**src/shared/srao_defs.svh**
```systemverilog
// Register offsets, field positions, reset values and pulse lengths
`ifndef SRAO_DEFS_SVH
`define SRAO_DEFS_SVH

// Byte addresses of the registers
`define SRAO_ADDR_OVR_OFS     32'h0022_1014
`define SRAO_RST_CTL_OFS      32'h0022_1018
`define SRAO_STATUS_OFS       32'h0022_101c

// Local reset pulse selector field
`define SRAO_PULSE_SEL_HI     31
`define SRAO_PULSE_SEL_LO     30

// Address override fields
`define SRAO_OVR_EN_BIT       31
`define SRAO_OVR_REPL_BIT     0

// Status fields
`define SRAO_STAT_CLK_EN_BIT  0
`define SRAO_STAT_IDLE_BIT    1
`define SRAO_STAT_RST_BIT     2

// Reset values
`define SRAO_ADDR_OVR_RST     32'h0000_0000
`define SRAO_RST_CTL_RST      32'h0000_0000
`define SRAO_RDATA_RST        32'h0000_0000

// Pulse selector codes and pulse lengths in bus clock cycles
`define SRAO_SEL_NONE         2'h0
`define SRAO_SEL_ONE_A        2'h1
`define SRAO_SEL_ONE_B        2'h2
`define SRAO_SEL_TWO          2'h3
`define SRAO_PULSE_SHORT      2'h1
`define SRAO_PULSE_LONG       2'h2

`endif

```
**src/shared/srao_pkg.sv**
```systemverilog
// Types shared by the reset and address override block
package srao_pkg;

	typedef logic [31:0] srao_word_t;
	typedef logic [1:0]  srao_pulse_sel_t;

	// Controller activity: disabled with clocks stopped, idle, or serving an access
	typedef enum logic [2:0] {
		SRAO_ST_OFF  = 3'b001,
		SRAO_ST_IDLE = 3'b010,
		SRAO_ST_BUSY = 3'b100
	} srao_state_t;

endpackage

```
**src/hw/srao_top.sv**
```systemverilog
// Local reset control and lowest address pin override for the memory controller
// Notes on behaviour
// - Reset control register is write-only; bits 31..30 select a local reset pulse.
// - The local reset pulse resets the memory controller logic and nothing else.
// - Selector value 00 leaves the controller alone, no pulse.
// - Selector 01 or 10 gives a reset pulse of exactly one clock.
// - Selector 11 gives a reset pulse of exactly two clocks.
// - Reserved bits of both registers read back as zero.
// - Override enable at bit 31 picks replacement bit or multiplexer for the pin.
// - Replacement bit at bit 0 is read/write and drives the pin when enabled.
// - Without override the muxed low bit is zero on 16-bit port reads.
// - Enabled override replaces the muxed low bit, configuration reads included.
// - Any controller reset returns the controller state to idle.
// - Unless boot source, reset leaves controller disabled, clocks stopped, until enabled.
//
// The implementer's own choice: the address-and-strobe port.
`timescale 1ns/1ps
`include "srao_defs.svh"
module srao_top (
	input  wire logic               i_sys_clk,
	input  wire logic               i_nrst,
	input  wire srao_pkg::srao_word_t i_addr,
	input  wire srao_pkg::srao_word_t i_wdata,
	input  wire logic               i_wr,
	input  wire logic               i_rd,
	output srao_pkg::srao_word_t    o_rdata,
	input  wire logic               i_mux_addr0,
	input  wire logic               i_port16,
	input  wire logic               i_access_rd,
	input  wire logic               i_boot_src,
	input  wire logic               i_enable_req,
	input  wire logic               i_access_req,
	input  wire logic               i_access_done,
	output logic                    o_lowest_muxed_address_pin,
	output logic                    o_controller_reset,
	output logic                    o_ctrl_clk_en,
	output logic                    o_ctrl_idle
);
	import srao_pkg::*;

	// Override register and controller state
	logic        ovr_en_r;
	logic        repl_r;
	srao_state_t state_r;
	srao_state_t state_nxt;

	// Decoded bus accesses
	logic        hit_ovr_w;
	logic        hit_rst_w;
	logic        hit_stat_w;
	logic        wr_ovr_w;
	logic        wr_rst_w;
	srao_word_t  rdata_nxt;
	srao_word_t  ovr_rd_w;
	srao_word_t  stat_rd_w;

	// Reset of the controller logic, either source
	logic        ctl_rst_w;
	logic        boot_sync_w;
	logic        pin_nxt;
	logic        mux_bit_w;

	// Helper for the pulse length check; drives nothing outside
	logic [1:0]  pulse_run_r;

	// Address decode on the full byte address; no byte lanes on this port
	assign hit_ovr_w  = (i_addr == `SRAO_ADDR_OVR_OFS);
	assign hit_rst_w  = (i_addr == `SRAO_RST_CTL_OFS);
	assign hit_stat_w = (i_addr == `SRAO_STATUS_OFS);
	assign wr_ovr_w   = i_wr && hit_ovr_w;
	assign wr_rst_w   = i_wr && hit_rst_w;

	// Boot strap is a pin and is synchronised before use
	srao_sync2 u_boot_sync (
		.i_clk   (i_sys_clk),
		.i_async (i_boot_src),
		.o_sync  (boot_sync_w)
	);

	// Only the selector field reaches the pulse generator; other bits are dropped
	srao_pulse_gen u_pulse (
		.i_clk   (i_sys_clk),
		.i_nrst  (i_nrst),
		.i_wr    (wr_rst_w),
		.i_sel   (i_wdata[`SRAO_PULSE_SEL_HI:`SRAO_PULSE_SEL_LO]),
		.o_pulse (o_controller_reset)
	);

	// Local pulse and system reset hit the same controller logic
	assign ctl_rst_w = !i_nrst || o_controller_reset;

	// Read values; reserved bits are constant zero
	assign ovr_rd_w = {ovr_en_r, 30'h0000_0000, repl_r};
	assign stat_rd_w = {29'h0000_0000, o_controller_reset, o_ctrl_idle, o_ctrl_clk_en};
	// The reset control register is write-only and reads as zero
	assign rdata_nxt = !i_rd      ? `SRAO_RDATA_RST :
	                   hit_ovr_w  ? ovr_rd_w :
	                   hit_stat_w ? stat_rd_w : `SRAO_RDATA_RST;

	// Read data stand only in the cycle after the strobe
	always_ff @(posedge i_sys_clk) begin
		if (!i_nrst) begin
			o_rdata <= `SRAO_RDATA_RST;
		end else begin
			o_rdata <= rdata_nxt;
		end
	end

	// Override register; the local reset clears it as part of the controller
	always_ff @(posedge i_sys_clk) begin
		if (ctl_rst_w) begin
			ovr_en_r <= 1'b0;
			repl_r   <= 1'b0;
		end else if (wr_ovr_w) begin
			ovr_en_r <= i_wdata[`SRAO_OVR_EN_BIT];
			repl_r   <= i_wdata[`SRAO_OVR_REPL_BIT];
		end
	end

	// Multiplexer low bit: a 16-bit port never presents an odd address on reads
	assign mux_bit_w = (i_port16 && i_access_rd) ? 1'b0 : i_mux_addr0;
	// Override wins over the multiplexer, configuration reads included
	assign pin_nxt = ovr_en_r ? repl_r : mux_bit_w;

	// Pin is registered so it lines up with the other address pins
	always_ff @(posedge i_sys_clk) begin
		if (!i_nrst) begin
			o_lowest_muxed_address_pin <= 1'b0;
		end else begin
			o_lowest_muxed_address_pin <= pin_nxt;
		end
	end

	// Controller activity; a new access cannot start until the previous one ends
	always_comb begin
		state_nxt = state_r;
		unique case (state_r)
			SRAO_ST_OFF: begin
				if (i_enable_req) begin
					state_nxt = SRAO_ST_IDLE;
				end
			end
			SRAO_ST_IDLE: begin
				if (i_access_req) begin
					state_nxt = SRAO_ST_BUSY;
				end
			end
			SRAO_ST_BUSY: begin
				if (i_access_done) begin
					state_nxt = SRAO_ST_IDLE;
				end
			end
			default: begin
				state_nxt = SRAO_ST_OFF;
			end
		endcase
	end

	// Any reset parks the controller; a boot source comes out enabled
	always_ff @(posedge i_sys_clk) begin
		if (ctl_rst_w) begin
			state_r       <= boot_sync_w ? SRAO_ST_IDLE : SRAO_ST_OFF;
			o_ctrl_clk_en <= boot_sync_w;
			o_ctrl_idle   <= 1'b1;
		end else begin
			state_r       <= state_nxt;
			o_ctrl_clk_en <= (state_nxt != SRAO_ST_OFF);
			o_ctrl_idle   <= (state_nxt != SRAO_ST_BUSY);
		end
	end

	// Count of consecutive pulse cycles; saturates so a held pulse cannot wrap
	always_ff @(posedge i_sys_clk) begin
		if (!i_nrst || !o_controller_reset) begin
			pulse_run_r <= 2'h0;
		end else if (pulse_run_r != 2'h3) begin
			pulse_run_r <= pulse_run_r + 2'h1;
		end
	end
endmodule

```
**src/hw/srao_sync2.sv**
```systemverilog
// Two flip-flop synchroniser for a level from outside the clock domain
`timescale 1ns/1ps
module srao_sync2 (
	input  wire logic i_clk,
	input  wire logic i_async,
	output logic      o_sync
);
	logic meta_r;

	// No reset: a strap must be seen while reset is still held
	always_ff @(posedge i_clk) begin
		meta_r <= i_async;
		o_sync <= meta_r;
	end
endmodule

```
**src/hw/srao_pulse_gen.sv**
```systemverilog
// Local reset pulse generator driven by writes of the pulse selector
`timescale 1ns/1ps
`include "srao_defs.svh"
module srao_pulse_gen (
	input  wire logic                    i_clk,
	input  wire logic                    i_nrst,
	input  wire logic                    i_wr,
	input  wire srao_pkg::srao_pulse_sel_t i_sel,
	output logic                         o_pulse
);
	import srao_pkg::*;

	logic [1:0] cnt_r;
	logic [1:0] cnt_nxt;
	logic [1:0] len_w;

	// Selector holds nothing; it only loads the countdown
	assign len_w = (i_sel == `SRAO_SEL_TWO) ? `SRAO_PULSE_LONG :
	               (i_sel == `SRAO_SEL_NONE) ? 2'h0 : `SRAO_PULSE_SHORT;
	// A new write restarts the count; otherwise it runs down to zero
	assign cnt_nxt = i_wr ? len_w : ((cnt_r != 2'h0) ? (cnt_r - 2'h1) : 2'h0);

	// Pulse comes from its own flop to keep the reset net glitch free
	always_ff @(posedge i_clk) begin
		if (!i_nrst) begin
			cnt_r   <= 2'h0;
			o_pulse <= 1'b0;
		end else begin
			cnt_r   <= cnt_nxt;
			o_pulse <= (cnt_nxt != 2'h0);
		end
	end
endmodule

```
**config.mk**
```make
export PLATFORM = sky130hd
export DESIGN_NAME = srao_top
export DESIGN_NICKNAME = d
export VERILOG_FILES = /design/src/shared/srao_pkg.sv /design/src/hw/srao_top.sv /design/src/hw/srao_sync2.sv /design/src/hw/srao_pulse_gen.sv
export VERILOG_INCLUDE_DIRS = /design/src /design/src/shared
export SDC_FILE = /design/constraint.sdc
export NUM_CORES = 1
export LEC_CHECK = 0
export BUFFER_PORTS_ARGS = -buffer_cell sky130_fd_sc_hd__buf_2
export CELL_PAD_IN_SITES_DETAIL_PLACEMENT = 1
export CELL_PAD_IN_SITES_GLOBAL_PLACEMENT = 2
export CORE_MARGIN = 5
export CORE_UTILIZATION = 15
export CTS_CLUSTER_DIAMETER = 150
export CTS_CLUSTER_SIZE = 14
export DETAILED_ROUTE_END_ITERATION = 16
export GPL_ROUTABILITY_DRIVEN = 0
export PLACE_DENSITY_LB_ADDON = 0.1
export SYNTH_ARGS = -nofsm -noshare
export SYNTH_HDL_FRONTEND = slang
export SYNTH_SLANG_ARGS = --single-unit
```
**constraint.sdc**
```tcl
create_clock -name i_sys_clk -period 1.2 [get_ports i_sys_clk]
set_input_delay 0.12 -clock i_sys_clk [delete_from_list [all_inputs] [get_ports i_sys_clk]]
set_output_delay 0.12 -clock i_sys_clk [all_outputs]
set_load 0.01 [all_outputs]
```
; Word-level counts from Yosys, hierarchy flattened
; Index checks and enable logic that the tools add are counted.
[classes]
add_sub_neg = 1
n_eq_ne = 9
n_mux = 15
bitwise_logic = 3
n_reduce_logical = 11
[op_table]
columns = cell, count
row1 = "== test 32 x 22 -> 1 bit, second input constant", 3
row2 = two-way mux 32 bit, 1
row3 = two-way mux 3 bit, 5
row4 = one-hot mux 3 bit (3 select lines), 1
row5 = two-way mux 2 bit, 4
row6 = two-way mux 1 bit, 4
row7 = nonzero test 2 bit, 2
row8 = OR reduction 4 bit, 1
row9 = "== test 3 x 1 -> 1 bit, second input constant", 1
row10 = "== test 3 x 2 -> 1 bit, second input constant", 1
row11 = "== test 3 bit, second input constant", 1
row12 = logical AND 1 bit, 3
row13 = "!= test 3 x 1 -> 1 bit, second input constant", 1
row14 = "!= test 3 bit, second input constant", 1
row15 = inverter 1 bit, 3
row16 = OR reduction 3 bit, 1
row17 = "== test 2 bit, second input constant", 1
row18 = logical NOT 2 bit, 1
row19 = AND reduction 2 bit, 1
row20 = "subtractor 2 x 1 -> 2 bit, second input constant", 1
row21 = logical NOT 1 bit, 1
row22 = logical OR 1 bit, 1
[word_totals]
register_bits = 45
inputBits = 75
output_inout_bits = 36
wordCells = 52

; Logic depth before layout (Yosys ltp)
[logic_depth]
word_depth = 5
ltp_mapped = 5
depth_no_buf = 4

; Hierarchy
; A second synthesis with hierarchy kept.
[hier_totals]
hier_cells = 108
hier_area_um2 = 1009.7
[by_module_without_submodules]
columns = mod, instances, cells_each, area_per_inst_um2, seq_area_each_um2
row1 = srao_top, 1, 94, 844.6, 240.2
row2 = srao_pulse_gen, 1, 12, 125.1, 60.1
row3 = srao_sync2, 1, 2, 40.0, 40.0

; Worst setup path after synthesis
; No wires, ideal clock.
[synth_timing]
kind = register -> register
startpoint = register state_r[2]
endpoint = register o_ctrl_idle
setup_ns = 0.121
arrival_time_ns = 1.092
required_time_ns = 1.079
setup_slack_ns = -0.013
stages_incl_launch_ff = 4
path_buffers = 0
synth_period_minus_slack_ns = 1.213
path_cell_list = dfxtp_1 -> or3b_2 -> a211oi_1 -> inv_1
[synth_between]
elab_chain_cells = 3
elab_cells_between_ends = 8
classes_between = eq/ne (4) / mux (4)
[synth_lines]
columns = element, line_no
row1 = start: declaration, srao_top.sv:44  ; srao_state_t state_r;
row2 = start signal: assignment, srao_top.sv:162  ; state_r <= boot_sync_w ? SRAO_ST_IDLE : SRAO_ST_OFF;
row3 = start signal: assignment, srao_top.sv:166  ; state_r <= state_nxt;
row4 = "== test 3 bit, or another cell as far along", srao_top.sv:137  ; unique case (state_r)
row5 = one-hot mux 3 bit (3 select lines) *, srao_top.sv:137
row6 = != test 3 bit *, srao_top.sv:168  ; o_ctrl_idle <= (state_nxt != SRAO_ST_BUSY);
row7 = end signal: assignment, srao_top.sv:168
row8 = end: declaration, srao_top.sv:37  ; output logic o_ctrl_idle
; Mark *: on every way between the ends. The rest lies on a longest branch, timed or not.
; A chain may end at the register's enable or synchronous reset.

; Worst setup path after layout
[layout_timing]
startpoint = register state_r[1]
endpoint = register state_r[1]
[layout_between]
elab_chain_cells = 3
elab_cells_between_ends = 8
classes_between = eq/ne (3) / mux (5)
[layout_lines]
columns = element, line_no
row1 = "== test 3 bit, or another cell as far along", srao_top.sv:137
row2 = one-hot mux 3 bit (3 select lines) *, srao_top.sv:137
row3 = two-way mux 3 bit *, srao_top.sv:161  ; if (ctl_rst_w) begin
; Marked as above.

==> impl_metrics.json <==
{
  "ant_nets": 0,
  "seqPwrFrac": 0.459,
  "vias_per_cell": 3.419,
  "dieArea_mm2": 0.008977,
  "whs_ps": 136.4,
  "root_buffer": "clkbuf_8",
  "synth_area_leaders": "dfxtp_1 32%, buf_4 20%, nor4_4 7.9%, mux2i_1 5.6%, nor4b_4 4.4%",
  "path_max_fanout": 5,
  "reg2reg_setup_slack_ps": 30,
  "clkTransAtPathRegs_ps": 70,
  "path_cells": "buf_4 > or4bb_1 > a31oi_1",
  "hpwl_um": 2747,
  "crit_start": "state_r[1]$_DFF_P_",
  "cts_tree": "built",
  "worst_slack_ps": 31.51,
  "ys_warn_count": 0,
  "ir_drop_mv": 0.3786,
  "postSynthCellCount": 110,
  "synth-seq-cells": 17,
  "crit_cells": 3,
  "synth_top_area_share": 0.3159,
  "rr_endpoint": "state_r[1]$_DFF_P_",
  "numCtsBuffers": 3,
  "placed_cells": 261,
  "core_area_mm2": 0.006907,
  "slowest_stage": "or4bb_1",
  "clock_path_buffers": 2,
  "port_buffers": 53,
  "start_util": 0.1560,
  "syn_area_mm2": 0.001077,
  "cp_data_arrival_time_ps": 1340,
  "intPower_mw": 0.9479,
  "power_density_mw_per_mm2": 860.3,
  "grt_antenna_before_repair": 0,
  "finClkSkew_ps": 9.692,
  "required_ps": 1370,
  "remaining_drc_errors": 0,
  "crit_family": "simple AND/OR/NAND/NOR gates",
  "grt_use_total": 0.06760,
  "switching_power_mw": 0.3577,
  "path_buf_inv": 1,
  "ys_types": 32,
  "grt_start_max_net_pins": 10,
  "setup-violations-final": 0,
  "place_ws_ps": -276.4,
  "leakagePower_nw": 0.7068,
  "fmax_mhz": 855.8,
  "syn_area_per_cell_um2": 9.793,
  "min_path_type": "in -> reg",
  "final_cells": 267,
  "die-width_um": 94.75,
  "vias": 913,
  "boundaryPins": 111,
  "rsz0062_at_grt": "true",
  "grt_pass1_wl_um": 4733,
  "cts.sinks": 17,
  "final_max_slew_viol_count": 0,
  "end_kind": "register",
  "grt-ovfl-total": 0,
  "min_period_ps": 1168,
  "hold_depth": 3,
  "clk_latency_ps": 250,
  "worst_path_largest_cell_delay_ps": 470,
  "fin_nets": 248,
  "reg2regPathDepth": 3,
  "criticalPathCategory": "reg -> reg",
  "status": "complete, no violations",
  "max_cap_violations": 0,
  "p_clk_frac": 0.330,
  "area_growth_pct": 40.88,
  "swShare": 0.2740,
  "cp-start-kind": "register",
  "routed_wl_um": 3153,
  "endpoint": "state_r[1]$_DFF_P_",
  "htree_num_levels": 1,
  "synth_top_cell_by_area": "dfxtp_1",
  "hold_viol_final": 0,
  "die_y_um": 94.75,
  "diodes": 0,
  "comb_power_share": 0.211,
  "crit-reg2reg-launch": "state_r[1]$_DFF_P_",
  "wl_per_cell_um": 11.81,
  "firstDrtPassIters": 4,
  "p_total_mw": 1.306,
  "period_share": 0.9737,
  "drt_iter0_markers": 8,
  "ys_seq_area_frac": 0.3159,
  "grt_pass1_vias": 938,
  "std_cell_rows": 30,
  "final_util": 0.2197,
  "layout-drive-gt1-share": 0.4561
}
-- what timing repair did --
item | 4_1_cts | 5_1_grt
hold buffers | 1 | 0
pin swaps | 2 | 8
endpoints found under the setup margin | 3 | 9
setup buffers | 1 | 0
endpoints found under the hold margin | 1 | 0
gates resized for setup | 0 | 13
cloned | 0 | 0
-- per-stage QoR --
stage / setup TNS (ps) / cell area, um2
3_5_place_dp: -2095 / 1389
4_1_cts: 0 / 1451
6_report: 0 / 1518
5_1_grt: -175.6 / 1518
2_1_floorplan: 0 / 1184
3_3_place_gp: -1813 / 1389
-- cell usage after synthesis --
cell type,n
or2_2,1
nand2b_1,5
clkbuf_1,2
mux2i_1,6
nand2_1,12
nor4_4,4
a31oi_1,1
nand4_4,1
nor2b_1,1
o21ai_0,3
o22ai_1,1
dfxtp_1,17
nand4_2,1
nor4b_2,2
ha_1,1
nor3_1,1
a211oi_1,1
and2_1,1
nor4b_4,2
inv_1,2
o22a_1,1
a21oi_1,1
or4bb_1,1
nor4_1,2
or3b_2,1
nor2_1,3
conb_1,1
nand3_1,2
and3b_1,1
and3_1,2
nand3b_1,2
buf_4,28
-- how the worst min path moves through the flow --
| stage | slack [ps] | endpoint | start |
|---|---|---|---|
| finish | 140 | repl_r$_SDFFE_PP0P_ | i_wdata[0] |
| global placement | 220 | u_boot_sync.meta_r$_DFF_P_ | i_boot_src |
| floorplan | 150 | u_boot_sync.meta_r$_DFF_P_ | i_boot_src |
| global route | 150 | ovr_en_r$_SDFFE_PP0P_ | i_wdata[31] |
| detailed placement | 220 | u_boot_sync.meta_r$_DFF_P_ | i_boot_src |
| CTS | 140 | repl_r$_SDFFE_PP0P_ | i_wdata[0] |
-- sequential cells by signal, summed over array words and instances, names as in the netlist --
name,flops
o_ctrl_clk_en,1
repl_r,1
u_pulse.o_pulse,1
ovr_en_r,1
u_boot_sync.o_sync,1
o_rdata,4
o_ctrl_idle,1
o_lowest_muxed_address_pin,1
u_boot_sync.meta_r,1
state_r,3
u_pulse.cnt_r,2
-- worst reg2reg max path: stages (launching register included) --
cell     delay [ps]
dfxtp_1         310
buf_4           150
or4bb_1         470
a31oi_1         170
-- per-layer routing --
layer | vias up | part of all wire | track usage
li1 | 447 | - | -
met3 | 0 | 0.10 | 0.03108
met5 | - | 0 | 0
met1 | 416 | 0.40 | 0.07792
met4 | 0 | 0 | 0.007212
met2 | 50 | 0.49 | 0.1180
-- power groups by stage --
stage / Sequential (mW) / Combinational [mW] / Clock [mW]
after detailed placement: 0.613 / 0.253 / 0
final: 0.599 / 0.276 / 0.430
after CTS: 0.599 / 0.256 / 0.461
after floorplan: 0.615 / 0.185 / 0
after global routing: 0.601 / 0.306 / 0.477
after global placement: 0.612 / 0.249 / 0
-- cells by family (layout without fill, tap and decap cells) --
kind of cell             Yosys count  after routing  share of synthesized area
multiplexers                       6              6                    0.05575
other                              1             28                   0.003481
flip-flops                        17             17                     0.3159
adder cells (fa/ha/maj)            1              1                    0.01161
AND/OR/NAND/NOR                   45             45                     0.3589
buffers and inverters             32             66                     0.2091
AO/OA/AOI/OAI                      8              8                    0.04530
-- cell usage in the layout (no fill, tap or decap), drive strengths merged, types with 3 or more instances in the layout --
master  instances
nor4            6
nand2b          5
conb           28
mux2i           6
buf            59
nor4b           4
clkbuf          4
nand2          12
o21ai           3
nor2            3
dfxtp          17
-- area by class of cell --
cell class | instances | area (um2)
inverter | 2 | 7.507
multi-input combinational | 88 | 658.1
sequential | 17 | 341.6
fill | 851 | 5389
timing repair buffer | 60 | 345.3
tap | 96 | 120.1
clock buffer | 4 | 45.04
No activity file was read; power rests on OpenSTA's default activity.
